`src/rtl/cpm_pkg.sv`:
```
// Constants and types for the clock and power management block
package cpm_pkg;
	// ------------------------------------------------------------
	// Timing
	// ------------------------------------------------------------
	localparam int CLK_HZ = 50_000_000;
	localparam int CLK_NS = 1_000_000_000 / CLK_HZ;
	localparam int WAKE_OSC_CYC = 992;
	localparam int WAKE_EXTRA_US = 60;
	localparam int WAKE_EXTRA_CYC = (WAKE_EXTRA_US * 1000 + CLK_NS - 1) / CLK_NS;
	localparam logic [11:0] WAKE_LOAD = 12'(WAKE_OSC_CYC + WAKE_EXTRA_CYC - 1);
	localparam logic [11:0] WAKE_SHORT = 12'h000;
	localparam logic [7:0] DIV_RST = 8'h00;
	// ------------------------------------------------------------
	// Register byte offsets
	// ------------------------------------------------------------
	localparam logic [7:0] A_CLKDIV = 8'h00;
	localparam logic [7:0] A_AUX1 = 8'h04;
	localparam logic [7:0] A_PWR = 8'h08;
	localparam logic [7:0] A_RCAUSE = 8'h0c;
	localparam logic [7:0] A_P0M1 = 8'h10;
	localparam logic [7:0] A_P0M2 = 8'h14;
	localparam logic [7:0] A_P1M1 = 8'h18;
	localparam logic [7:0] A_P1M2 = 8'h1c;
	localparam logic [7:0] A_P3M1 = 8'h20;
	localparam logic [7:0] A_P3M2 = 8'h24;
	localparam logic [7:0] A_IPLO = 8'h28;
	localparam logic [7:0] A_IPHI = 8'h2c;
	localparam logic [7:0] A_STAT = 8'h30;
	localparam logic [7:0] A_NONE = 8'hfc;
	// ------------------------------------------------------------
	// Fields and reset values
	// ------------------------------------------------------------
	localparam int AUX_LPSEL = 7;
	localparam int PWR_BOI = 4;
	localparam int PWR_BOE = 5;
	localparam int PWR_RTCEN = 7;
	localparam int PWR_CMPPD = 8;
	localparam int PWR_SWRST = 9;
	localparam int RC_EXT = 0;
	localparam int RC_BOF = 5;
	localparam logic [5:0] RCAUSE_RST = 6'h30;
	localparam logic [7:0] PM1_RST = 8'hff;
	localparam logic [7:0] PM2_RST = 8'h00;
	localparam logic [7:0] SHR_MASK = 8'h20;
	localparam logic [2:0] PINS_MAX = 3'h6;
	localparam logic [7:0] RAM_TOP = 8'h80;
	localparam int RAM_BYTES = 128;
	localparam logic [15:0] CODE_TOP = 16'h0400;
	localparam int IRQ_SRCS = 8;

	typedef enum logic [3:0] {
		ST_WAKE = 4'b0001,
		ST_RUN = 4'b0010,
		ST_IDLE = 4'b0100,
		ST_PD = 4'b1000
	} cpm_state_t;
	typedef enum logic [1:0] {MD_RUN, MD_IDLE, MD_PD, MD_TPD} cpm_mode_t;
	typedef enum logic [1:0] {CS_RC, CS_WDOSC, CS_EXT, CS_XTAL} cpm_clksrc_t;
	typedef struct packed {
		logic [7:0] m1;
		logic [7:0] m2;
	} cpm_pcfg_t;
endpackage

```
`src/rtl/cpm_top.sv`:
```
// Clock and power management block with AHB-Lite register slave
// Behaviour
// - Crystal wake delay: 992 cycles plus 60 us
// - CPU clock from divider, ratio up to 510
// - Divider rewritable anytime without stalling core
// - Every reset clears low-power select
// - 128-byte data RAM, direct and indirect
// - Special registers reachable by direct access only
// - 64 kB code space, 1 kB on chip
// - Four-level interrupt priority arbitration
// - Per-pin mode from two config registers
// - Shared reset pin is always input-only
// - All pins input-only after power-up
// - Usable pins depend on clock, reset option
// - Brownout resets, or raises interrupt if configured
// - Power-on flag stays until firmware clears it
// - Idle keeps peripherals; interrupt or reset resumes
// - Power-down stops oscillator; reset or interrupt exits
// - Brownout, comparators stay alive in power-down
// - RC oscillator off in power-down unless needed
// - Total power-down also kills brownout, comparators
// - Power-on sets both power flags, clears others
// - Writing zero clears a cause flag
`timescale 1ns/1ns
`default_nettype none
module cpm_top
	import cpm_pkg::*;
(
	input wire logic REF_CLK, // 50 MHz clock
	input wire logic RSTN, // Power-on reset
	input wire logic CE, // Clock enable
	input wire logic HSEL, // Slave select
	input wire logic [31:0] HADDR, // Byte address
	input wire logic [1:0] HTRANS, // Transfer type
	input wire logic HWRITE, // Write access
	input wire logic [2:0] HSIZE, // Word only
	input wire logic [31:0] HWDATA, // Write data
	input wire logic HREADY, // Bus ready
	output logic HREADYOUT, // Slave ready
	output logic [31:0] HRDATA, // Read data
	output logic HRESP, // Always OKAY
	input wire cpm_clksrc_t CLK_SRC, // Clock source strap
	input wire logic RST_PIN_EN, // External reset option
	input wire logic EXT_RST_REQ, // Pin reset pulse
	input wire logic WDT_RST_REQ, // Watchdog reset pulse
	input wire logic BRK_RST_REQ, // Break reset pulse
	input wire logic BO_DET, // Supply below trip level
	input wire logic IRQ_WAKE, // Enabled irq pending
	input wire logic PD_WAKE, // Power-down wake irq
	input wire logic [7:0] IRQ_REQ, // Interrupt requests
	input wire logic [7:0] DM_ADDR, // Data address
	input wire logic DM_IND, // Indirect access
	input wire logic DM_WR, // Data write
	input wire logic [7:0] DM_WDATA, // Data to write
	output logic [7:0] DM_RDATA, // Data read
	output logic SFR_SEL, // Special register hit
	input wire logic [15:0] CODE_ADDR, // Code address
	output logic CODE_ONCHIP, // Code on chip
	output logic CPU_TICK, // CPU clock enable
	output logic CORE_RST, // Core held in reset
	output logic PERIPH_RUN, // Peripherals clocked
	output logic OSC_ON, // Main oscillator on
	output logic RC_OSC_ON, // RC oscillator on
	output logic BOD_ON, // Brownout detector on
	output logic CMP_ON, // Comparators on
	output logic BO_IRQ, // Brownout interrupt
	output logic LP_SEL, // Low-power clock select
	output cpm_pcfg_t PORT0_CFG, // Port 0 modes
	output cpm_pcfg_t PORT1_CFG, // Port 1 modes
	output cpm_pcfg_t PORT3_CFG, // Port 3 modes
	output logic IRQ_VALID, // Winner present
	output logic [2:0] IRQ_ID, // Winning source
	output logic [1:0] IRQ_LEVEL, // Winning level
	output logic [2:0] USABLE_PINS // Usable pin count
);
	// ------------------------------------------------------------
	// State
	// ------------------------------------------------------------
	logic [7:0] clkdiv;
	logic lpsel;
	cpm_mode_t mode;
	logic boi, brownout_enable_cfg, rtc_en, cmp_pd;
	logic [5:0] rcause;
	cpm_pcfg_t p0, p1, p3;
	logic [7:0] ip_lo, ip_hi;
	cpm_state_t state, next_state;
	logic [11:0] wake_cnt, next_wake_cnt;
	logic wake_rst;
	logic [8:0] div_cnt;
	logic wr_pend;
	logic [7:0] wr_addr;
	logic [31:0] rd_mux;
	logic [1:0] lvl, arb_lvl;
	logic arb_ok;
	logic [2:0] arb_id;
	logic [7:0] dram [0:RAM_BYTES-1];

	// ------------------------------------------------------------
	// Bus decode
	// ------------------------------------------------------------
	wire addr_ok = HADDR[31:8] == 24'h0;
	wire [7:0] ra = HADDR[7:0];
	wire bus_take = CE & HSEL & HTRANS[1] & HREADY;
	wire wr_on = CE & wr_pend;
	wire [7:0] wd = HWDATA[7:0];
	wire cpm_mode_t wr_mode = cpm_mode_t'(HWDATA[1:0]);
	wire w_div = wr_on & (wr_addr == A_CLKDIV);
	wire w_aux = wr_on & (wr_addr == A_AUX1);
	wire w_pwr = wr_on & (wr_addr == A_PWR);
	wire w_rc = wr_on & (wr_addr == A_RCAUSE);
	wire w_p0m1 = wr_on & (wr_addr == A_P0M1);
	wire w_p0m2 = wr_on & (wr_addr == A_P0M2);
	wire w_p1m1 = wr_on & (wr_addr == A_P1M1);
	wire w_p1m2 = wr_on & (wr_addr == A_P1M2);
	wire w_p3m1 = wr_on & (wr_addr == A_P3M1);
	wire w_p3m2 = wr_on & (wr_addr == A_P3M2);
	wire w_iplo = wr_on & (wr_addr == A_IPLO);
	wire w_iphi = wr_on & (wr_addr == A_IPHI);

	// Stall the bus while frozen so no transfer is lost
	assign HREADYOUT = CE;
	assign HRESP = 1'b0;

	always_comb begin
		rd_mux = 32'h0;
		if (!addr_ok) begin
			rd_mux = 32'h0;
		end else if (ra == A_CLKDIV) begin
			rd_mux = {24'h0, clkdiv};
		end else if (ra == A_AUX1) begin
			rd_mux = {24'h0, lpsel, 7'h0};
		end else if (ra == A_PWR) begin
			rd_mux = {22'h0, 1'b0, cmp_pd, rtc_en, 1'b0, brownout_enable_cfg, boi, 2'h0, mode};
		end else if (ra == A_RCAUSE) begin
			rd_mux = {26'h0, rcause};
		end else if (ra == A_P0M1) begin
			rd_mux = {24'h0, p0.m1};
		end else if (ra == A_P0M2) begin
			rd_mux = {24'h0, p0.m2};
		end else if (ra == A_P1M1) begin
			rd_mux = {24'h0, p1.m1};
		end else if (ra == A_P1M2) begin
			rd_mux = {24'h0, p1.m2};
		end else if (ra == A_P3M1) begin
			rd_mux = {24'h0, p3.m1};
		end else if (ra == A_P3M2) begin
			rd_mux = {24'h0, p3.m2};
		end else if (ra == A_IPLO) begin
			rd_mux = {24'h0, ip_lo};
		end else if (ra == A_IPHI) begin
			rd_mux = {24'h0, ip_hi};
		end else if (ra == A_STAT) begin
			rd_mux = {21'h0, USABLE_PINS, 3'h0, wake_rst, state};
		end
	end

	always_ff @(posedge REF_CLK) begin
		if (!RSTN) begin
			wr_pend <= 1'b0;
			wr_addr <= A_NONE;
			HRDATA <= 32'h0;
		end else if (CE) begin
			wr_pend <= bus_take & HWRITE;
			if (bus_take)
				wr_addr <= addr_ok ? ra : A_NONE;
			if (bus_take & !HWRITE)
				HRDATA <= rd_mux;
		end
	end

	// ------------------------------------------------------------
	// Reset sources and cause flags
	// ------------------------------------------------------------
	wire sw_rst = w_pwr & HWDATA[PWR_SWRST];
	wire st_pd = state == ST_PD;
	wire tpd_now = st_pd & (mode == MD_TPD);
	assign BOD_ON = brownout_enable_cfg & !tpd_now;
	wire bo_hit = BO_DET & BOD_ON;
	wire bo_rst = bo_hit & !boi;
	wire any_rst = EXT_RST_REQ | WDT_RST_REQ | BRK_RST_REQ | sw_rst | bo_rst;
	wire [5:0] rc_set = {bo_rst, 1'b0, BRK_RST_REQ, WDT_RST_REQ, sw_rst, EXT_RST_REQ};
	wire [5:0] rc_keep = w_rc ? wd[5:0] : 6'h3f;
	// A cause arriving with a clearing write still lands
	wire [5:0] next_rcause = (rcause & rc_keep) | rc_set;

	always_ff @(posedge REF_CLK) begin
		if (!RSTN)
			rcause <= RCAUSE_RST;
		else if (CE)
			rcause <= next_rcause;
	end

	// ------------------------------------------------------------
	// Power state machine
	// ------------------------------------------------------------
	wire xtal = CLK_SRC == CS_XTAL;
	wire [11:0] wake_load = xtal ? WAKE_LOAD : WAKE_SHORT;
	wire enter = w_pwr & (state == ST_RUN) & (wr_mode != MD_RUN);

	always_comb begin
		next_state = state;
		next_wake_cnt = wake_cnt;
		if (any_rst) begin
			next_state = ST_WAKE;
			next_wake_cnt = wake_load;
		end else begin
			case (state)
				ST_WAKE: begin
					if (wake_cnt == 12'h0)
						next_state = ST_RUN;
					else
						next_wake_cnt = wake_cnt - 12'h1;
				end
				ST_RUN: begin
					if (enter)
						next_state = (wr_mode == MD_IDLE) ? ST_IDLE : ST_PD;
				end
				ST_IDLE: begin
					if (IRQ_WAKE)
						next_state = ST_RUN;
				end
				ST_PD: begin
					if (PD_WAKE) begin
						next_state = ST_WAKE;
						next_wake_cnt = wake_load;
					end
				end
				default: begin
					next_state = ST_WAKE;
				end
			endcase
		end
	end

	always_ff @(posedge REF_CLK) begin
		if (!RSTN) begin
			state <= ST_WAKE;
			wake_cnt <= WAKE_LOAD;
			wake_rst <= 1'b1;
		end else if (CE) begin
			state <= next_state;
			wake_cnt <= next_wake_cnt;
			if (any_rst)
				wake_rst <= 1'b1;
			else if (st_pd)
				wake_rst <= 1'b0;
		end
	end

	assign CORE_RST = (state == ST_WAKE) & wake_rst;
	assign PERIPH_RUN = (state == ST_RUN) | (state == ST_IDLE);
	assign OSC_ON = !st_pd;
	// RC kept only when it clocks the running timer
	assign RC_OSC_ON = (CLK_SRC == CS_RC) & (!st_pd | rtc_en);
	assign CMP_ON = !cmp_pd & !tpd_now;
	assign LP_SEL = lpsel;

	// ------------------------------------------------------------
	// Control registers
	// ------------------------------------------------------------
	always_ff @(posedge REF_CLK) begin
		if (!RSTN || (CE && any_rst)) begin
			clkdiv <= DIV_RST;
			lpsel <= 1'b0;
			mode <= MD_RUN;
			boi <= 1'b0;
			brownout_enable_cfg <= 1'b1;
			rtc_en <= 1'b0;
			cmp_pd <= 1'b0;
		end else if (CE) begin
			if (w_div)
				clkdiv <= wd;
			if (w_aux)
				lpsel <= wd[AUX_LPSEL];
			if (enter)
				mode <= wr_mode;
			else if (next_state == ST_RUN || next_state == ST_WAKE)
				mode <= MD_RUN;
			if (w_pwr) begin
				boi <= HWDATA[PWR_BOI];
				brownout_enable_cfg <= HWDATA[PWR_BOE];
				rtc_en <= HWDATA[PWR_RTCEN];
				cmp_pd <= HWDATA[PWR_CMPPD];
			end
		end
	end

	always_ff @(posedge REF_CLK) begin
		if (!RSTN || (CE && any_rst)) begin
			p0 <= '{m1: PM1_RST, m2: PM2_RST};
			p1 <= '{m1: PM1_RST, m2: PM2_RST};
			p3 <= '{m1: PM1_RST, m2: PM2_RST};
		end else if (CE) begin
			if (w_p0m1)
				p0.m1 <= wd;
			if (w_p0m2)
				p0.m2 <= wd;
			if (w_p1m1)
				p1.m1 <= wd | SHR_MASK;
			if (w_p1m2)
				p1.m2 <= wd & ~SHR_MASK;
			if (w_p3m1)
				p3.m1 <= wd;
			if (w_p3m2)
				p3.m2 <= wd;
		end
	end

	assign PORT0_CFG = p0;
	assign PORT1_CFG = p1;
	assign PORT3_CFG = p3;

	// ------------------------------------------------------------
	// CPU clock divider
	// ------------------------------------------------------------
	// Compare with >= so a shrinking ratio wraps at once, never stalls
	wire [8:0] div_top = {clkdiv, 1'b0} - 9'h1;
	wire div_wrap = (clkdiv == 8'h0) | (div_cnt >= div_top);

	always_ff @(posedge REF_CLK) begin
		if (!RSTN) begin
			div_cnt <= 9'h0;
			CPU_TICK <= 1'b0;
		end else if (CE) begin
			if (state != ST_RUN || div_wrap)
				div_cnt <= 9'h0;
			else
				div_cnt <= div_cnt + 9'h1;
			CPU_TICK <= (state == ST_RUN) & div_wrap;
		end
	end

	// ------------------------------------------------------------
	// Interrupt arbitration, brownout irq, pin count
	// ------------------------------------------------------------
	always_comb begin
		arb_ok = 1'b0;
		arb_id = 3'h0;
		arb_lvl = 2'h0;
		lvl = 2'h0;
		for (int i = 0; i < IRQ_SRCS; i++) begin
			lvl = {ip_hi[i], ip_lo[i]};
			if (IRQ_REQ[i] && (!arb_ok || lvl > arb_lvl)) begin
				arb_ok = 1'b1;
				arb_id = 3'(i);
				arb_lvl = lvl;
			end
		end
	end

	wire [2:0] clk_pins = xtal ? 3'h2 : ((CLK_SRC == CS_EXT) ? 3'h1 : 3'h0);
	wire [2:0] next_pins = PINS_MAX - clk_pins - {2'h0, RST_PIN_EN};

	always_ff @(posedge REF_CLK) begin
		if (!RSTN) begin
			ip_lo <= 8'h00;
			ip_hi <= 8'h00;
			IRQ_VALID <= 1'b0;
			IRQ_ID <= 3'h0;
			IRQ_LEVEL <= 2'h0;
			BO_IRQ <= 1'b0;
			USABLE_PINS <= 3'h0;
		end else if (CE) begin
			if (w_iplo)
				ip_lo <= wd;
			if (w_iphi)
				ip_hi <= wd;
			IRQ_VALID <= arb_ok;
			IRQ_ID <= arb_id;
			IRQ_LEVEL <= arb_lvl;
			BO_IRQ <= bo_hit & boi;
			USABLE_PINS <= next_pins;
		end
	end

	// ------------------------------------------------------------
	// Memory spaces
	// ------------------------------------------------------------
	wire dm_hit = DM_ADDR < RAM_TOP;
	assign SFR_SEL = !dm_hit & !DM_IND;
	assign CODE_ONCHIP = CODE_ADDR < CODE_TOP;

	always_ff @(posedge REF_CLK) begin
		if (CE && DM_WR && dm_hit)
			dram[DM_ADDR[6:0]] <= DM_WDATA;
	end

	always_ff @(posedge REF_CLK) begin
		if (!RSTN)
			DM_RDATA <= 8'h00;
		else if (CE)
			DM_RDATA <= dm_hit ? dram[DM_ADDR[6:0]] : 8'h00;
	end

	// ------------------------------------------------------------
	// Assertions
	// ------------------------------------------------------------
	property p_wake_load;
		@(posedge REF_CLK) disable iff (!RSTN)
		(CE && any_rst && xtal) |=> (state == ST_WAKE && wake_cnt == WAKE_LOAD);
	endproperty
	a_wake_load: assert property (p_wake_load)
		else $error("crystal wake delay not loaded");

	property p_wake_end;
		@(posedge REF_CLK) disable iff (!RSTN)
		(CE && state == ST_WAKE && wake_cnt == 12'h0 && !any_rst) |=> CPU_TICK == 1'b0
			##0 state == ST_RUN;
	endproperty
	a_wake_end: assert property (p_wake_end)
		else $error("wake delay did not release core");

	property p_div_wrap;
		@(posedge REF_CLK) disable iff (!RSTN)
		(CE && state == ST_RUN && clkdiv != 8'h0 && div_wrap) |=> (CPU_TICK && div_cnt == 9'h0);
	endproperty
	a_div_wrap: assert property (p_div_wrap)
		else $error("divider did not wrap at 2N");

	property p_div_pass;
		@(posedge REF_CLK) disable iff (!RSTN)
		(CE && state == ST_RUN && clkdiv == 8'h0)[*2] |=> CPU_TICK;
	endproperty
	a_div_pass: assert property (p_div_pass)
		else $error("undivided clock missed a tick");

	property p_lp_clear;
		@(posedge REF_CLK) disable iff (!RSTN)
		(CE && any_rst) |=> !LP_SEL;
	endproperty
	a_lp_clear: assert property (p_lp_clear)
		else $error("low-power select survived reset");

	property p_por_flags;
		@(posedge REF_CLK)
		!RSTN |=> rcause == 6'h30;
	endproperty
	a_por_flags: assert property (p_por_flags)
		else $error("power-on cause flags wrong");

	property p_flag_clear;
		@(posedge REF_CLK) disable iff (!RSTN)
		(w_rc && !HWDATA[RC_EXT] && !EXT_RST_REQ) |=> !rcause[RC_EXT];
	endproperty
	a_flag_clear: assert property (p_flag_clear)
		else $error("zero write did not clear flag");

	property p_ram;
		@(posedge REF_CLK) disable iff (!RSTN)
		(CE && DM_WR && dm_hit) ##1 (CE && !DM_WR && DM_ADDR == $past(DM_ADDR))
			|=> DM_RDATA == $past(DM_WDATA, 2);
	endproperty
	a_ram: assert property (p_ram)
		else $error("data RAM readback mismatch");

	property p_idle_exit;
		@(posedge REF_CLK) disable iff (!RSTN)
		(CE && state == ST_IDLE && IRQ_WAKE && !any_rst) |=> (state == ST_RUN && PERIPH_RUN);
	endproperty
	a_idle_exit: assert property (p_idle_exit)
		else $error("idle not left on interrupt");

	property p_pd_exit;
		@(posedge REF_CLK) disable iff (!RSTN)
		(CE && st_pd && PD_WAKE && !any_rst) |=> (state == ST_WAKE && !CORE_RST && OSC_ON);
	endproperty
	a_pd_exit: assert property (p_pd_exit)
		else $error("power-down exit skipped wake delay");

	property p_bo_reset;
		@(posedge REF_CLK) disable iff (!RSTN)
		(CE && BO_DET && brownout_enable_cfg && !boi && !st_pd) |=> (CORE_RST && rcause[RC_BOF]);
	endproperty
	a_bo_reset: assert property (p_bo_reset)
		else $error("brownout did not reset core");

	property p_tpd_off;
		@(posedge REF_CLK) disable iff (!RSTN)
		tpd_now |-> (!BOD_ON && !CMP_ON && !OSC_ON);
	endproperty
	a_tpd_off: assert property (p_tpd_off)
		else $error("total power-down left blocks on");

	property p_shr_pin;
		@(posedge REF_CLK) disable iff (!RSTN)
		w_p1m1 |=> (PORT1_CFG.m1[5] && !PORT1_CFG.m2[5]);
	endproperty
	a_shr_pin: assert property (p_shr_pin)
		else $error("shared reset pin not forced input-only");
endmodule // cpm_top
`default_nettype wire

```
`config.mk`:
```
export PLATFORM = sky130hd
export DESIGN_NAME = cpm_top
export DESIGN_NICKNAME = d
export VERILOG_FILES = /design/src/rtl/cpm_pkg.sv /design/src/rtl/cpm_top.sv
export SDC_FILE = /design/constraint.sdc
export NUM_CORES = 1
export LEC_CHECK = 0
export ABC_AREA = 1
export BUFFER_PORTS_ARGS = -buffer_cell sky130_fd_sc_hd__buf_2
export CORE_MARGIN = 3
export CORE_UTILIZATION = 50
export DETAILED_ROUTE_END_ITERATION = 8
export PLACE_DENSITY_LB_ADDON = 0.3
export RECOVER_POWER = 100
export SLEW_MARGIN = 20
export SYNTH_ARGS = -nofsm -noshare
export SYNTH_HDL_FRONTEND = slang
export SYNTH_SLANG_ARGS = --single-unit
```
`constraint.sdc`:
```
create_clock -name REF_CLK -period 8.7 [get_ports REF_CLK]
set_input_delay 1.305 -clock REF_CLK [delete_from_list [all_inputs] [get_ports REF_CLK]]
set_output_delay 1.305 -clock REF_CLK [all_outputs]
set_load 0.02 [all_outputs]
```
# Yosys cells after proc, flatten, opt, wreduce, memory -nomap -nowiden
# Memory sizes are Yosys's and may differ from the RTL's.
# Index checks and enable logic that the tools add are counted.
# Widths: inputs -> output; s select.
totals:
  input_bits: 126
  elab_cells: 244
  mem_count: 1
  ff_bits: 169
  output_inout_bits: 110
  ramBits: 1024
op_classes:
  n_lt_le_gt_ge: 10
  add_sub_neg: 5
  n_mux: 61
  bitwise_logic: 40
  n_eq_ne: 36
  n_reduce_logical: 61
mem_list:
  columns: ["memory", "depth", "word_bits", "rd", "rd_clocked_by_memory_dff", "write_ports", "line_no", "rtl"]
  rows:
  - ["dram", 128, 8, 1, 0, 1, "cpm_top.sv:96", "logic [7:0] dram [0:RAM_BYTES-1];"]
ops:
  columns: ["op", "n"]
  rows:
  - ["$mux 11", 12]
  - ["$eq 8x6->1 const B", 9]
  - ["$eq 8x5->1 const B", 8]
  - ["$mux 32", 2]
  - ["$mux 12", 4]
  - ["$eq 8x4->1 const B", 4]
  - ["$and 1x1->1", 31]
  - ["$reduce_and 2->1", 15]
  - ["$logic_not 24->1", 1]
  - ["$logic_not 8->1", 3]
  - ["$mux 4", 6]
  - ["$pmux 12 s2", 1]
  - ["$mux 2", 11]
  - ["$mux 3", 6]
  - ["$eq 8x3->1 const B", 2]
  - ["$lt 16x11->1 const B", 1]
  - ["$mux 8", 2]
  - ["$pmux 4 s4", 1]
  - ["$logic_not 1->1", 15]
  - ["$gt 2x2->1", 7]
  - ["$mux 1", 14]
  - ["$logic_not 12->1", 1]
  - ["$sub 12x1->12 const B", 1]
  - ["$logic_and 1x1->1", 10]
  - ["other kinds (25)", 46]

# Logic depth before layout (Yosys ltp)
depth:
  ltp_word: 29
  depth_mapped: 63
  mapped_depth_nobuf: 63

# Worst setup path before layout
# OpenSTA, ideal clock, no wires.
synth_path:
  kind: "input to register"
  start: "input IRQ_REQ[0]"
  end: "register IRQ_LEVEL[1]"
  n_path_buf: 0
  setup_time_ns: 0.132
  t_arrival_ns: 7.367
  cell_stages: 60
  setup_slack_ns: 1.201
  t_required_ns: 8.568
  cell_sequence: "nand2_1 > ha_1 > inv_1 > o21bai_1 > nand2_1 > nand2_1 > nand2_1 > nand2_1 > nand2_1 > ha_1 > inv_1 > nor2_1 > o21ai_0 > nand2_1 > nand2_1 > nand3_1 > and2_1 > ha_1 > [24 not listed] > ha_1 > inv_1 > nor2_1 > o21ai_0 > o21ai_0 > nand2_1 > nand3_1 > and2_1 > ha_1 > inv_1 > nor2_1 > o21ai_0 > nand2_1 > nand2_1 > o21ai_0 > inv_1 > nand2_1 > a21oi_1"
synth_between:
  elab_chain_len: 29
  elab_cells_between_ends: 43
  classes_between: "order compare: 7; mux: 15; reduce/logical: 21"
synth_rtl:
  columns: ["item", "line_no", "rtl"]
  rows:
  - ["start, declared", "cpm_top.sv:50", "input wire logic [7:0] IRQ_REQ,"]
  - ["$mux 2 / $mux 1 (equally long branches)", "cpm_top.sv:343", "if (IRQ_REQ[i] && (!arb_ok || lvl > arb_lvl)) begin"]
  - ["$gt 2x2->1 / $logic_not 1->1 (equally long branches)", "cpm_top.sv:343", null]
  - ["$logic_or 1x1->1", "cpm_top.sv:343", null]
  - ["$logic_and 1x1->1", "cpm_top.sv:343", null]
  - ["$mux 2 / $mux 1 (equally long branches)", "cpm_top.sv:343", null]
  - ["$gt 2x2->1 / $logic_not 1->1 (equally long branches)", "cpm_top.sv:343", null]
  - ["$logic_or 1x1->1", "cpm_top.sv:343", null]
  - ["$logic_and 1x1->1", "cpm_top.sv:343", null]
  - ["[13 not listed]", null, null]
  - ["$gt 2x2->1 / $logic_not 1->1 (equally long branches)", "cpm_top.sv:343", null]
  - ["$logic_or 1x1->1", "cpm_top.sv:343", null]
  - ["$logic_and 1x1->1", "cpm_top.sv:343", null]
  - ["$mux 2 / $mux 1 (equally long branches)", "cpm_top.sv:343", null]
  - ["$gt 2x2->1 / $logic_not 1->1 (equally long branches)", "cpm_top.sv:343", null]
  - ["$logic_or 1x1->1", "cpm_top.sv:343", null]
  - ["$logic_and 1x1->1", "cpm_top.sv:343", null]
  - ["$mux 2 (*)", "cpm_top.sv:343", null]
  - ["end signal, assigned", "cpm_top.sv:370", "IRQ_LEVEL <= arb_lvl;"]
  - ["end, declared", "cpm_top.sv:73", "output logic [1:0] IRQ_LEVEL,"]
# Every way passes the cells marked *; elsewhere a longest branch is shown, timed or not.
# A chain may end at the register's enable or synchronous reset.

# Worst setup path in the final report
# Same ends and word-level chain as after synthesis.

==> impl_summary.log <==
[metrics] total count of hold-check failures in the final report: 0
[metrics] die height: 312 um
[metrics] # fillers: around 7.6k
[metrics] CP Capture Type: flop
[metrics] portion of the post-synthesis area used by sequential elements: 71.9%
[metrics] wire length on met2: 59300 um
[metrics] area enclosed by the die boundary: roughly 0.098 mm^2
[metrics] Total Routed Length: 128000 um
[metrics] highest routing layer actually used: met4
[metrics] horizontal extent of the die: between 300 and 400 um
[metrics] buffer cell driving the clock tree root: sky130_fd_sc_hd__clkbuf_16
[metrics] top cells by instance count after synthesis: sky130_fd_sc_hd__nand2_1 (1209), sky130_fd_sc_hd__edfxtp_1 (1024), sky130_fd_sc_hd__nor2_1 (267)
[metrics] post-route worst hold slack: 463 ps
[metrics] iteration-0 DRC count of the detailed router: 3731
[metrics] final worst path period need: 7730 ps
[metrics] power density relative to cell area: 223 mW/mm^2
[metrics] EDFF count, synth: approximately 1.0k
[metrics] iteration count of the initial detailed-routing pass: 8
[metrics] first element of the critical path: IRQ_REQ[0]
[metrics] post-synthesis xor/xnor area fraction: 0.168%
[metrics] vias in the first global route: 29.8k
[metrics] Setup-failing EPs final: 0
[metrics] remaining design rule violation count: 0
[metrics] maximum clock frequency: 0.129 GHz
[metrics] main flop type after synthesis: sky130_fd_sc_hd__edfxtp_1
[metrics] area overhead of the layout relative to synthesis: 11.8%
[metrics] initial core utilization: 50.8%
[metrics] area fraction in compound gates after synthesis: 6.54%
[metrics] count of buffers from port buffering: between 150 and 200
[metrics] reg-to-reg startpoint: ip_hi[0]
[metrics] required arrival time at the worst endpoint: 9280 ps
[metrics] violations in the final reports: max-capacitance violations, max-slew violations
[metrics] netlist area before placement: 0.0469 mm^2
[metrics] area of the placeable core: 0.0924 mm^2
[metrics] Critical Path Start Type: input port
[metrics] max-cap check violation count: 18
[metrics] routed length per instance: 23.1 um
[metrics] dominant combinational cell family by area after synthesis: simple AND/OR/NAND/NOR gates
[metrics] clk_lat worst skew: 700 ps
[metrics] reg-to-reg slack, setup: 1320 ps
[metrics] number of warnings reported in the yosys synthesis log: 0
[metrics] clock sink count: 1172
[metrics] top cells by area, synth: sky130_fd_sc_hd__edfxtp_1 (66%), sky130_fd_sc_hd__nand2_1 (9.7%), sky130_fd_sc_hd__dfxtp_1 (6.3%)
[metrics] hold path start: rcause[4]
[metrics] leading cell type by number of instances after synthesis: sky130_fd_sc_hd__nand2_1
[metrics] Routability Congestion: slightly above 0.9
[metrics] min-delay worst type: reg -> reg
[metrics] share of flip-flops with an asynchronous set or reset after synthesis: 0%
[metrics] total met3 wirelength after detailed routing: 13000 um
[metrics] most used cell along the critical path: sky130_fd_sc_hd__nand2_1
[metrics] post-CTS clock slew at the launch and capture registers of the worst setup and hold paths: about 60 ps
[metrics] Synth Area in Simple Gates: 16.9%
[metrics] total via count after detailed routing: 31.7k
[metrics] run status: finished with violations
[metrics] actual slew at the worst max-slew pin: slightly above 4000 ps
[metrics] maximum number of pins on one net before global-route repair: 103
[metrics] adder-cell area share of the yosys netlist: 0.747%
[metrics] first-pass GRT wire length: 189000 um
[metrics] number of clock buffers inserted by TritonCTS: 115
[metrics] number of antenna violations at the first check in global routing: 3
[metrics] slowest library cell on the worst path: sky130_fd_sc_hd__or2_2
[metrics] utilization after layout: 56.8%
[metrics] synthesis-stage register bit count: 1172
[metrics] count of boundary I/O pins: 236
[metrics] clock tree from TritonCTS: built
[metrics] average cell area after synthesis: 11.7 um^2
[metrics] hold buffer count at cts: 0
[metrics] P_leak: 18.2 nW
[metrics] synthesized instance count: about 4.0k
[metrics] setup repair after global routing missed its margin: no
[metrics] CTS resizes: 0
[metrics] peak fanout along the critical path: 5
[metrics] Critical Path AT: 8310 ps
[metrics] fraction of synthesized cell area taken by the top area cell type: 65.5%
[metrics] number of buffers between clock root and the deepest sink: 3
[metrics] H-Tree Depth: 3
[metrics] number of setup buffers added after CTS: 0
[metrics] Vias per Instance: 5.73
[metrics] fraction of final layout cells with drive strength greater than 1: 7.71%
[metrics] portion of netlist area occupied by mux cells: 0%
[metrics] Congestion Overflow GR: 0
[metrics] relative slew slack: -173%
[metrics] CP peak stage delay: 300 ps
[metrics] number of distinct library cells after synthesis: 58
[metrics] path type of the worst setup path: in -> reg
[metrics] Yosys top cell by area: sky130_fd_sc_hd__edfxtp_1
[metrics] post-detail-place hpwl: 78500 um
[metrics] Routed Antenna Nets: 0
[metrics] global-route total usage across every layer: approximately 26%
[metrics] TNS Setup: 0 ps
[metrics] detailed-route wire length on metal 1: 51700 um
[metrics] final slew viol count: 1113
[metrics] number of nets in the finished design: 4337
[metrics] IR drop worst, VDD: 183 uV
[metrics] fin crit share: 88.8%
[metrics] Post-Route Skew: 47.2 ps
[metrics] Core Rows: 111
==> routing by layer <==
layer / vias to the layer above / GRT usage (%)
li1: 14500 / -
met1: 15400 / 36.3
met2: 1591 / 40.2
met3: 260 / 5.05
met4: 0 / 8.67
met5: - / 0
==> cell usage in the layout (no fill, tap or decap), types with 5 or more instances in the layout <==
cell,instances
sky130_fd_sc_hd__a21oi_1,147
sky130_fd_sc_hd__a22o_1,5
sky130_fd_sc_hd__a22oi_1,98
sky130_fd_sc_hd__and2_1,7
sky130_fd_sc_hd__buf_2,83
sky130_fd_sc_hd__buf_4,29
sky130_fd_sc_hd__bufinv_16,15
sky130_fd_sc_hd__clkbuf_1,135
sky130_fd_sc_hd__clkbuf_16,115
sky130_fd_sc_hd__clkinv_1,27
sky130_fd_sc_hd__clkinv_2,23
sky130_fd_sc_hd__conb_1,24
sky130_fd_sc_hd__dfxtp_1,148
sky130_fd_sc_hd__edfxtp_1,1024
sky130_fd_sc_hd__ha_1,28
sky130_fd_sc_hd__inv_1,199
sky130_fd_sc_hd__inv_2,5
sky130_fd_sc_hd__inv_4,7
sky130_fd_sc_hd__nand2_1,1209
sky130_fd_sc_hd__nand3_1,155
sky130_fd_sc_hd__nand3_2,6
sky130_fd_sc_hd__nand4_1,162
sky130_fd_sc_hd__nor2_1,267
sky130_fd_sc_hd__nor2_2,7
sky130_fd_sc_hd__nor3_1,20
sky130_fd_sc_hd__nor4_1,9
sky130_fd_sc_hd__o2111ai_1,20
sky130_fd_sc_hd__o211ai_1,35
sky130_fd_sc_hd__o21ai_0,167
sky130_fd_sc_hd__o21ai_1,15
sky130_fd_sc_hd__o22ai_1,8
sky130_fd_sc_hd__or2_2,18
sky130_fd_sc_hd__xor2_1,7
==> state kept, by name, indices dropped and copies added (netlist names), 2 cells and up <==
name         cells
PORT0_CFG       16
state            4
dram          1024
wake_cnt        12
mode             2
HRDATA          11
ip_lo            8
IRQ_LEVEL        2
clkdiv           8
IRQ_ID           3
div_cnt          9
wr_addr          8
rcause           6
DM_RDATA         8
USABLE_PINS      3
PORT1_CFG       14
PORT3_CFG       16
ip_hi            8
==> power by group <==
part | internal, mW | switching, mW
combinational | 0.123 | 0.426
sequential | 6.13 | 0.0106
clock | 2.88 | 2.11
==> worst max-delay path, delay by kind of cell <==
family / cells / cell delay, ps
simple gates: 33 / 3210
fa+ha+maj: 7 / 1940
buf+inv: 11 / 680
compound gates: 11 / 1200
==> kinds of logic after synthesis <==
logic type,count (synthesis)
AOI/OAI and AO/OA,513
and+or+nand+nor,1880
other,2
DFF,1172
xor gates and xnor gates,9
buffers and inverters,398
adders and majority gates,28
==> metrics by stage <==
step / instance area, um^2 / setup WS (ps) / std cells / power, mW
global route: 52400 / 15.3 / 5525 / 12.0
detailed placement: 48900 / 324 / 5308 / 6.80
floorplan: 47000 / 1200 / 4024 / 6.54
global placement: 48900 / 415 / 5308 / 6.79
finish: 52400 / 973 / 5526 / 11.7
CTS: 52700 / 1060 / 5522 / 11.7
==> cell type report <==
type / count / area (um^2) / area share, %
flip-flops and latches: 1172 / 33700 / 64.3
multi-input cells: 2454 / 11500 / 21.9
clock buffers: 138 / 2960 / 5.65
well taps: 1243 / 1560 / 2.97
repair buffers: 224 / 1050 / 2.01
clock inverters: 76 / 838 / 1.60
inverters: 216 / 828 / 1.58
diodes: 3 / 7.51 / 0.0143
==> final timing paths <==
path,cells past startpoint,endpoint
max,62,IRQ_LEVEL[1]
min,2,rcause[4]
max reg2reg,61,IRQ_LEVEL[1]
min reg2reg,2,rcause[4]
(Power assumes the default switching activity.)
